File: config.mk
export PLATFORM = sky130hd
export DESIGN_NAME = input_select_holdover_ctrl
export DESIGN_NICKNAME = d
export VERILOG_FILES = /design/src/verilog/input_select_holdover_ctrl.v
export VERILOG_INCLUDE_DIRS = /design/src /design/src/verilog
export SDC_FILE = /design/constraint.sdc
export NUM_CORES = 2
export LEC_CHECK = 0
export ABC_CLOCK_PERIOD_IN_PS = 92400
export BUFFER_PORTS_ARGS = -buffer_cell sky130_fd_sc_hd__clkbuf_2
export CAP_MARGIN = 30
export CORE_MARGIN = 8
export CORE_UTILIZATION = 46
export CTS_BUF_LIST = sky130_fd_sc_hd__clkbuf_4 sky130_fd_sc_hd__clkbuf_8
export DETAILED_ROUTE_END_ITERATION = 10
export SYNTH_ARGS = -nofsm -noshare
export SYNTH_HDL_FRONTEND = slang
export SYNTH_SLANG_ARGS = --single-unit
export TNS_END_PERCENT = 5
File: constraint.sdc
create_clock -name mclk_in -period 92.4 [get_ports mclk_in]
set_input_delay 18.48 -clock mclk_in [delete_from_list [all_inputs] [get_ports mclk_in]]
set_output_delay 18.48 -clock mclk_in [all_outputs]
set_load 0.01 [all_outputs]
File: src/verilog/input_select_defines.vh
`ifndef INPUT_SELECT_DEFINES_VH
`define INPUT_SELECT_DEFINES_VH

// ----------------------------------------
// Register word offsets (byte address / 4)
// ----------------------------------------
`define REG_CTRL        4'h0
`define REG_PRIO        4'h1
`define REG_HOLD_WIN    4'h2
`define REG_STEP_WORD   4'h3
`define REG_STEP_CMD    4'h4
`define REG_STATUS      4'h5
`define REG_HOLD_FREQ   4'h6
`define REG_NCO_0       4'h8

// ----------------------------------------
// Control register fields
// ----------------------------------------
`define CTRL_AUTO       0
`define CTRL_REG_SEL    1
`define CTRL_SEL_LO     2
`define CTRL_SEL_HI     3
`define CTRL_REVERT     4
`define CTRL_ZDM        5
`define CTRL_HITLESS    6
`define CTRL_FASTLOCK   7
`define CTRL_EXT_REF    8
`define CTRL_EN_LO      12
`define CTRL_EN_HI      15
`define CTRL_TRIM_LO    16
`define CTRL_TRIM_HI    25
`define CTRL_PREF_LO    26
`define CTRL_PREF_HI    28
`define CTRL_RESET      32'h0000_f000

// ----------------------------------------
// Operating modes (one-hot)
// ----------------------------------------
`define MODE_FREE       4'h1
`define MODE_ACQ        4'h2
`define MODE_LOCK       4'h4
`define MODE_HOLD       4'h8

// ----------------------------------------
// Timing and ranges
// ----------------------------------------
`define HIST_SECONDS    120
`define TRIM_MAX_PPM    10'h0c8
`define CLK_HZ          50000000
`define PREF_MIN_MHZ    54

`endif

File: src/verilog/input_select_holdover_ctrl.v
// Contract
// Locked: follow input, report lock pin/bit
// Chosen input invalid, none valid: holdover
// Keep frequency history up to 120 s
// Average programmable window, skip recent delay
// Holdover steers to averaged frequency
// Valid input in holdover: reacquire glitchlessly
// Register picks crystal or external reference
// Reference divider for references above 54 MHz
// Reference trim spans plus/minus 200 ppm
// Step up adds word, down subtracts
// Steps hit any chosen divider set
// Steps accepted only free-run or locked
// Pins or register pick manual input
// Codes map inputs; zero-delay reserves 11
// Manual input dead: free-run or holdover
// Auto picks valid inputs by priority
// Revertive: always highest-priority valid input
// Non-revertive: keep active while valid
// Hitless switch absorbs phase when enabled
// Raise loss-of-lock during pull-in, no runts
// Any unused input can be disabled
// Gapped input gives averaged gap-free output
// Start in free-run after init
// Auto acquire; fast-lock bandwidth first
// Expose mode and active input
`timescale 1ns/1ps
`default_nettype none
`include "input_select_defines.vh"

module input_select_holdover_ctrl #(
	parameter        NUM_DIV      = 4,
	parameter        HIST_DEPTH   = 64,
	parameter        HIST_AW      = 6,
	parameter [31:0] SAMPLE_TICKS = 32'd93750000 // 1.875 s per sample, 64 samples = 120 s
) (
	// Clock and reset
	input  wire        mclk_in,
	input  wire        reset_in,
	// Avalon-MM slave
	input  wire [5:0]  avs_address_in,
	input  wire        avs_read_in,
	input  wire        avs_write_in,
	input  wire [31:0] avs_writedata_in,
	input  wire [3:0]  avs_byteenable_in,
	output reg  [31:0] avs_readdata_out,
	output reg         avs_waitrequest_out,
	// Host pins
	input  wire [1:0]  input_sel_in,
	input  wire        freq_step_up_in,
	input  wire        freq_step_down_in,
	// Input qualification and loop status
	input  wire [3:0]  input_valid_in,
	input  wire        loop_locked_in,
	input  wire [31:0] measured_freq_in,
	input  wire        init_done_in,
	// Loop control outputs
	output reg  [3:0]  active_input_out,
	output reg  [3:0]  mode_out,
	output reg         loss_of_lock_flag_out,
	output reg         fast_bw_out,
	output reg         hitless_out,
	output reg  [31:0] loop_freq_out,
	output reg         loop_freq_hold_out,
	output reg         ext_ref_out,
	output reg         xtal_cap_en_out,
	output reg  [2:0]  ref_div_out,
	output reg  [9:0]  ref_trim_out,
	output reg         ref_trim_neg_out,
	output reg  [NUM_DIV*32-1:0] divider_freq_out
);

	// ----------------------------------------
	// Registers
	// ----------------------------------------
	reg  [31:0] ctrl_r;
	reg  [7:0]  prio_r;        // two bits per input, lower value wins
	reg  [HIST_AW-1:0] win_r;  // window size minus one
	reg  [HIST_AW-1:0] dly_r;  // samples skipped before failure
	reg  [31:0] step_word_r;
	reg  [NUM_DIV-1:0] step_mask_r;
	reg  [NUM_DIV*32-1:0] div_r;
	reg  [3:0]  mode_r;
	reg  [1:0]  act_r;
	reg         act_ok_r;
	reg  [31:0] hist_r [0:HIST_DEPTH-1];
	reg  [HIST_AW-1:0] wptr_r;
	reg  [HIST_AW:0]   fill_r;
	reg  [31:0] tick_r;
	reg  [31:0] hold_freq_r;
	reg         up_d_r;
	reg         dn_d_r;
	reg         bus_done_r;

	// Averager state (one-hot)
	localparam AV_IDLE = 2'b01;
	localparam AV_SUM  = 2'b10;
	reg  [1:0]  av_state_r;
	reg  [HIST_AW-1:0] av_ptr_r;
	reg  [HIST_AW:0]   av_cnt_r;
	reg  [HIST_AW+31:0] av_sum_r;
	// Averaged word: window sum over window size.
	// Quotient never exceeds one sample word, so the low word is exact.
	// Divider is combinational; it is only read at the end of a sum.
	wire [HIST_AW:0]    av_div  = {1'b0, win_r} + 1'b1;
	wire [HIST_AW+31:0] av_quot = av_sum_r / av_div;

	integer i;

	// ----------------------------------------
	// Input selection
	// ----------------------------------------
	wire [3:0] en_inputs = ctrl_r[`CTRL_EN_HI:`CTRL_EN_LO];
	wire       zdm       = ctrl_r[`CTRL_ZDM];
	// Usable inputs: valid, enabled, not feedback
	wire [3:0] usable = input_valid_in & en_inputs & {~zdm, 3'b111};
	wire [1:0] man_sel = ctrl_r[`CTRL_REG_SEL] ? ctrl_r[`CTRL_SEL_HI:`CTRL_SEL_LO]
	                                           : input_sel_in;
	wire       man_ok = usable[man_sel];
	reg  [1:0] best;
	reg        best_ok;

	// Highest-priority usable input
	always @* begin
		best = 2'd0;
		best_ok = 1'b0;
		for (i = 0; i < 4; i = i + 1) begin
			if (usable[i] && (!best_ok || prio_r[2*i+:2] < prio_r[2*best+:2])) begin
				best = i[1:0];
				best_ok = 1'b1;
			end
		end
	end

	// Next active input
	reg  [1:0] sel_nxt;
	reg        sel_ok_nxt;
	always @* begin
		if (!ctrl_r[`CTRL_AUTO]) begin
			sel_nxt = man_sel;
			sel_ok_nxt = man_ok;
		end else if (!ctrl_r[`CTRL_REVERT] && act_ok_r && usable[act_r]) begin
			sel_nxt = act_r;
			sel_ok_nxt = 1'b1;
		end else begin
			sel_nxt = best;
			sel_ok_nxt = best_ok;
		end
	end

	// ----------------------------------------
	// Mode machine
	// ----------------------------------------
	// Non-hitless switch drops back to acquire so lock loss shows.
	// Hitless switch stays locked; the loop absorbs the phase step.
	// Leaving acquire with no history falls to free-run, not holdover.
	wire switching = sel_ok_nxt && act_ok_r && (sel_nxt != act_r);
	reg  [3:0] mode_nxt;
	always @* begin
		mode_nxt = mode_r;
		case (mode_r)
			`MODE_FREE: if (sel_ok_nxt && init_done_in) mode_nxt = `MODE_ACQ;
			`MODE_ACQ: begin
				if (!sel_ok_nxt)
					mode_nxt = (fill_r != 0) ? `MODE_HOLD : `MODE_FREE;
				else if (loop_locked_in && !switching)
					mode_nxt = `MODE_LOCK;
			end
			`MODE_LOCK: begin
				if (!sel_ok_nxt)
					mode_nxt = `MODE_HOLD;
				else if (!loop_locked_in || (switching && !ctrl_r[`CTRL_HITLESS]))
					mode_nxt = `MODE_ACQ;
			end
			`MODE_HOLD: if (sel_ok_nxt) mode_nxt = `MODE_ACQ;
			default: mode_nxt = `MODE_FREE;
		endcase
	end

	// Mode and selection registers
	always @(posedge mclk_in or posedge reset_in) begin
		if (reset_in) begin
			mode_r <= `MODE_FREE;
			act_r <= 2'd0;
			act_ok_r <= 1'b0;
		end else begin
			mode_r <= mode_nxt;
			act_r <= sel_ok_nxt ? sel_nxt : act_r;
			act_ok_r <= sel_ok_nxt;
		end
	end

	// ----------------------------------------
	// Frequency history
	// ----------------------------------------
	// Sample measured frequency while locked
	// Sampling pauses outside lock, so stale pull-in data never enters.
	// Fill count saturates at depth; pointer wraps as a ring.
	always @(posedge mclk_in or posedge reset_in) begin
		if (reset_in) begin
			tick_r <= 32'h0000_0000;
			wptr_r <= {HIST_AW{1'b0}};
			fill_r <= {(HIST_AW+1){1'b0}};
		end else if (mode_r == `MODE_LOCK) begin
			if (tick_r >= SAMPLE_TICKS - 32'h0000_0001) begin
				tick_r <= 32'h0000_0000;
				wptr_r <= wptr_r + 1'b1;
				if (fill_r < HIST_DEPTH)
					fill_r <= fill_r + 1'b1;
			end else begin
				tick_r <= tick_r + 32'h0000_0001;
			end
		end
	end

	// History storage
	always @(posedge mclk_in) begin
		if (mode_r == `MODE_LOCK && tick_r >= SAMPLE_TICKS - 32'h0000_0001)
			hist_r[wptr_r] <= measured_freq_in;
	end

	// Averager over window, skipping the newest samples
	always @(posedge mclk_in or posedge reset_in) begin
		if (reset_in) begin
			av_state_r <= AV_IDLE;
			av_ptr_r <= {HIST_AW{1'b0}};
			av_cnt_r <= {(HIST_AW+1){1'b0}};
			av_sum_r <= {(HIST_AW+32){1'b0}};
			hold_freq_r <= 32'h0000_0000;
		end else begin
			case (av_state_r)
				AV_IDLE: if (mode_r == `MODE_LOCK && mode_nxt == `MODE_HOLD && fill_r != 0) begin
					av_ptr_r <= wptr_r - 1'b1 - dly_r;
					av_cnt_r <= {1'b0, win_r} + 1'b1;
					av_sum_r <= {(HIST_AW+32){1'b0}};
					av_state_r <= AV_SUM;
				end
				AV_SUM: begin
					if (av_cnt_r == 0) begin
						hold_freq_r <= av_quot[31:0];
						av_state_r <= AV_IDLE;
					end else begin
						av_sum_r <= av_sum_r + hist_r[av_ptr_r];
						av_ptr_r <= av_ptr_r - 1'b1;
						av_cnt_r <= av_cnt_r - 1'b1;
					end
				end
				default: av_state_r <= AV_IDLE;
			endcase
		end
	end

	// ----------------------------------------
	// Frequency steps
	// ----------------------------------------
	// Pin commands act on rising edges only; a held pin steps once.
	// Up and down in the same cycle cancel each other.
	wire up_edge = freq_step_up_in & ~up_d_r;
	wire dn_edge = freq_step_down_in & ~dn_d_r;
	wire step_ok = (mode_r == `MODE_FREE) || (mode_r == `MODE_LOCK);
	wire reg_cmd = avs_write_in && !bus_done_r && avs_address_in[3:0] == `REG_STEP_CMD;
	wire do_up = step_ok && (up_edge || (reg_cmd && avs_writedata_in[0]));
	wire do_dn = step_ok && (dn_edge || (reg_cmd && avs_writedata_in[1]));

	// ----------------------------------------
	// Avalon-MM slave, one wait state
	// ----------------------------------------
	// Done flag blocks a second take while the master still holds.
	// Writes land on the taking edge; read data stands with the answer.
	always @(posedge mclk_in or posedge reset_in) begin
		if (reset_in) begin
			ctrl_r <= `CTRL_RESET; // pins default
			prio_r <= 8'he4;
			win_r <= {HIST_AW{1'b1}};
			dly_r <= {HIST_AW{1'b0}};
			step_word_r <= 32'h0000_0000;
			step_mask_r <= {NUM_DIV{1'b1}};
			div_r <= {(NUM_DIV*32){1'b0}};
			up_d_r <= 1'b0;
			dn_d_r <= 1'b0;
			bus_done_r <= 1'b0;
			avs_readdata_out <= 32'h0000_0000;
			avs_waitrequest_out <= 1'b1;
		end else begin
			up_d_r <= freq_step_up_in;
			dn_d_r <= freq_step_down_in;
			bus_done_r <= (avs_read_in || avs_write_in) && !bus_done_r;
			avs_waitrequest_out <= !((avs_read_in || avs_write_in) && !bus_done_r);
			if (avs_write_in && !bus_done_r) begin
				case (avs_address_in[3:0])
					`REG_CTRL:      ctrl_r <= avs_writedata_in;
					`REG_PRIO:      prio_r <= avs_writedata_in[7:0];
					`REG_HOLD_WIN:  begin
						win_r <= avs_writedata_in[HIST_AW-1:0];
						dly_r <= avs_writedata_in[16+:HIST_AW];
					end
					`REG_STEP_WORD: step_word_r <= avs_writedata_in;
					`REG_STEP_CMD:  step_mask_r <= avs_writedata_in[8+:NUM_DIV];
					default: ;
				endcase
			end
			// Step applied to the masked dividers
			for (i = 0; i < NUM_DIV; i = i + 1) begin
				if (step_mask_r[i] && do_up && !do_dn)
					div_r[32*i+:32] <= div_r[32*i+:32] + step_word_r;
				else if (step_mask_r[i] && do_dn && !do_up)
					div_r[32*i+:32] <= div_r[32*i+:32] - step_word_r;
			end
			if (avs_read_in && !bus_done_r) begin
				case (avs_address_in[3:0])
					`REG_CTRL:      avs_readdata_out <= ctrl_r;
					`REG_PRIO:      avs_readdata_out <= {24'h000000, prio_r};
					`REG_HOLD_WIN:  avs_readdata_out <= {{(16-HIST_AW){1'b0}}, dly_r,
					                                     {(16-HIST_AW){1'b0}}, win_r};
					`REG_STEP_WORD: avs_readdata_out <= step_word_r;
					`REG_STATUS:    avs_readdata_out <= {16'h0000, 4'h0, usable,
					                  1'b0, ~loss_of_lock_flag_out, act_r, mode_r};
					`REG_HOLD_FREQ: avs_readdata_out <= hold_freq_r;
					default:
						if (avs_address_in[3:0] >= `REG_NCO_0 &&
						    avs_address_in[3:0] < `REG_NCO_0 + NUM_DIV)
							avs_readdata_out <= div_r[32*(avs_address_in[3:0]-`REG_NCO_0)+:32];
						else
							avs_readdata_out <= 32'h0000_0000;
				endcase
			end
		end
	end

	// ----------------------------------------
	// Registered outputs
	// ----------------------------------------
	// Every output lags its source state by one clock.
	always @(posedge mclk_in or posedge reset_in) begin
		if (reset_in) begin
			active_input_out <= 4'h0;
			mode_out <= `MODE_FREE;
			loss_of_lock_flag_out <= 1'b1;
			fast_bw_out <= 1'b0;
			hitless_out <= 1'b0;
			loop_freq_out <= 32'h0000_0000;
			loop_freq_hold_out <= 1'b0;
			ext_ref_out <= 1'b0;
			xtal_cap_en_out <= 1'b1;
			ref_div_out <= 3'h0;
			ref_trim_out <= 10'h000;
			ref_trim_neg_out <= 1'b0;
			divider_freq_out <= {(NUM_DIV*32){1'b0}};
		end else begin
			active_input_out <= act_ok_r ? (4'h1 << act_r) : 4'h0;
			mode_out <= mode_r;
			loss_of_lock_flag_out <= (mode_r != `MODE_LOCK);
			fast_bw_out <= ctrl_r[`CTRL_FASTLOCK] && (mode_r == `MODE_ACQ);
			hitless_out <= ctrl_r[`CTRL_HITLESS];
			loop_freq_out <= hold_freq_r;
			loop_freq_hold_out <= (mode_r == `MODE_HOLD);
			ext_ref_out <= ctrl_r[`CTRL_EXT_REF];
			xtal_cap_en_out <= ~ctrl_r[`CTRL_EXT_REF];
			ref_div_out <= ctrl_r[`CTRL_PREF_HI:`CTRL_PREF_LO];
			ref_trim_out <= (ctrl_r[`CTRL_TRIM_HI-1:`CTRL_TRIM_LO] > `TRIM_MAX_PPM) ?
			                 `TRIM_MAX_PPM : {1'b0, ctrl_r[`CTRL_TRIM_HI-1:`CTRL_TRIM_LO]};
			ref_trim_neg_out <= ctrl_r[`CTRL_TRIM_HI];
			divider_freq_out <= div_r;
		end
	end

endmodule // input_select_holdover_ctrl

`default_nettype wire
==> metrics.cfg <==
[clock_network]
numCtsBuffers = 421
cts_tree = yes
clock-sinks = 2624
ctsHoldBuffers = 0
clock_path_buffers = 4
path_clk_slew_ns = 0.06
cts_root_buffer = clkbuf_8
worstSkewPairLatency_ns = 1.11
htree_levels = 5

[critical_path]
r2r_end = hold_freq_r[0]$_DFFE_PP0P_
cp_data_required_time_ns = 93.28
slowest_delay_ns = 0.66
rr_worst_depth = 483
r2r_setup_slack_ns = 5.26
path_max_fanout = 9
start_kind = flip-flop
cp.arrival_ns = 88.02
r2r-start = win_r[0]$_DFFE_PP1P_
crit_path_top_delay_cell = dfstp_4
critPathLaunch = win_r[0]$_DFFE_PP1P_
crit_path_end_kind = flip-flop
cp_common_cell = o21a_1
critPathKind = reg -> reg

[yosys]
syn_area_um2 = 133000
synth_edf_count = 2048
synth_flop_cell = edfxtp_1
synth_cells = 9675
synth.distinct_cells = 146
synth-seq-cells = 2624
avgSynthCellArea_um2 = 13.8
async_reset_ff_share_pct = 22.0
yosysWarnings = 0
yosysSeqAreaShare_pct = 57.0

[global_routing]
met3_usage_pct = 3.19
grtUsageTotal_pct = 24.0
overflow = 0
gr-usage-met1_pct = 33.3
grt_pass1_vias = 88000
grt_antenna_before_repair = 25
grt_pass1_wl_mm = 566
grt_max_degree = 174
use_met2_pct = 40.3
busiest_layer = met2

[place]
portBuffers = 301
placed_area_um2 = 142000
place.gp.congestion = 0.898
place_hpwl_mm = 256

[finish]
syn2layout_area_growth_pct = 14.2
drive_above_1_share_pct = 26.2
nets = 11000
finish.instance_area_um2 = 152000

[die]
start_util_pct = 46.2
dieHeight_um = 554
die-width_um = 554
ios = 309
design.core.area_um2 = 288000
row_count = 197
die_area_um2 = 307000

[timing]
hold_slack_ns = 0.407
fmax_mhz = 11.5
tightest_slew_ns = 1.12
clock_skew_ns = 0.120
finalHoldViolations = 0
maxSlewHeadroom_pct = 25.5
setup_viol = 0
final.period_utilization_pct = 94.3
fin_crit_ns = 87.14
slew_viol_final = 0

[routing]
drt_iter0_markers = 7995
num_vias = 88100
routed_via_density = 6.05
ant_nets = 0
wl_mm = 381
dr.pass1.iters = 8
drc_errors = 0
wl_per_cell_um = 26.1

[hold_path]
min_delay_worst_endpoint = ref_div_out[2]$_DFF_PP0_
hold_path_depth = 0
hold_start = ctrl_r[28]$_DFFE_PP0P_
hp-class = reg -> reg

[run_status]
status = completed

[run]
drv_cap = 0

-- cell usage in the layout, fill, tap and decap left out, types with 161 or more instances in the layout --
cell type     n
a21oi_1     382
xor2_1      223
dfrtp_1     546
ha_1        419
inv_1       222
o21a_1      161
nand2_1     635
buf_4       454
mux4_2      705
o21ai_0     330
nor3_1      241
clkbuf_2    301
nor2_1      595
xnor2_1     348
edfxtp_1   2048
clkbuf_8    447
-- sequential cells by signal, indices dropped and copies added (netlist names), 3 cells and up --
register          count
hist_r             2048
div_r               128
divider_freq_out    128
av_sum_r             38
avs_readdata_out     32
ctrl_r               32
hold_freq_r          32
loop_freq_out        32
step_word_r          32
tick_r               32
ref_trim_out          9
prio_r                8
av_cnt_r              7
fill_r                7
av_ptr_r              6
dly_r                 6
win_r                 6
wptr_r                6
active_input_out      4
mode_out              4
mode_r                4
step_mask_r           4
ref_div_out           3
-- Yosys cell counts (40+ instances only) --
cell type,n,area share [%]
a21o_1,85,0.48
a21oi_1,421,1.6
a22oi_1,65,0.37
a31oi_1,56,0.26
a41oi_1,43,0.28
and2_1,90,0.42
and3_1,72,0.34
buf_1,69,0.19
clkbuf_1,325,0.92
dfrtp_1,552,10
edfxtp_1,2048,46
ha_1,420,3.9
inv_1,225,0.63
mux2_2,139,1.2
mux2i_1,40,0.30
mux4_2,705,12
nand2_1,654,1.8
nand2b_1,75,0.35
nand3_1,140,0.53
nand4_1,73,0.34
nor2_1,696,2.0
nor2b_1,79,0.37
nor3_1,251,0.94
nor4_1,62,0.29
o211ai_1,41,0.23
o21a_1,163,0.92
o21ai_0,353,1.3
o21bai_1,128,0.72
o31ai_1,93,0.52
or2_2,50,0.23
or3_1,61,0.29
xnor2_1,351,2.3
xor2_1,223,1.5
-- per-layer routing --
layer  vias to the layer above  wire [µm]
met5                         -         27
met4                         4       9760
met3                       597      23600
met2                      2993     184000
met1                     45100     164000
li1                      39500          -
-- critical path: cells and delay by family, from the launching register on --
family / cells / cell delay, ns
adders and majority gates: 38 / 11.47
xor gates and xnor gates: 1 / 0.08
and+or+nand+nor: 167 / 27.72
muxes: 6 / 1.71
buffers and inverters: 32 / 4.15
DFF: 1 / 0.66
AOI/OAI and AO/OA: 239 / 41.11
-- how the worst max path moves through the flow --
stage                                            end  slack (ns)  cells after the start
after global placement    hold_freq_r[0]$_DFFE_PP0P_        0.20                    462
final                     hold_freq_r[0]$_DFFE_PP0P_        5.26                    483
after detailed placement  hold_freq_r[0]$_DFFE_PP0P_       -0.80                    462
after CTS                 hold_freq_r[0]$_DFFE_PP0P_       0.002                    466
after global routing      hold_freq_r[0]$_DFFE_PP0P_       -0.62                    489
after floorplan           hold_freq_r[0]$_DFFE_PP0P_        0.03                    506
-- cell families after synthesis --
family / after synthesis / synth area share [%]
adders and majority gates: 427 / 4.04
AOI/OAI and AO/OA: 1924 / 9.99
and+or+nand+nor: 2559 / 9.67
buffers and inverters: 669 / 1.95
DFF: 2624 / 57.0
xor gates and xnor gates: 575 / 3.79
muxes: 896 / 13.5
other: 1 / 0.00282
-- stage by stage --
step,util (%),setup TNS [ns],setup WS [ns],instances
2_1_floorplan,-,0,0.0290,9676
3_3_place_gp,49.2,0,0.201,13700
3_5_place_dp,49.4,-0.802,-0.802,13800
4_1_cts,52.3,0,0.00241,14500
5_1_grt,52.8,-0.622,-0.622,14600
6_report,52.8,0,5.26,14600
-- layout make-up --
cell class,instances,area (µm²)
Fill cell,24000,136000
Clock buffer,574,7110
Timing Repair Buffer,809,5940
Inverter,229,871
Multi-Input combinational cell,6384,56100
Clock inverter,170,1260
Tap cell,3781,4730
Antenna cell,8,20.0
Sequential cell,2624,76000
-- what timing repair did --
| action | 4_1_cts | 5_1_grt |
|---|---|---|
| gates resized for setup | 17 | 227 |
| cloned | 0 | 1 |
| buffers inserted | 3 | 31 |
| endpoints found under the setup margin | 1 | 3 |
| pin swaps | 3 | 61 |
Power is left out: the tool's default activity adds up to more than one toggle a clock period on the data nets, which glitch-free logic cannot reach.
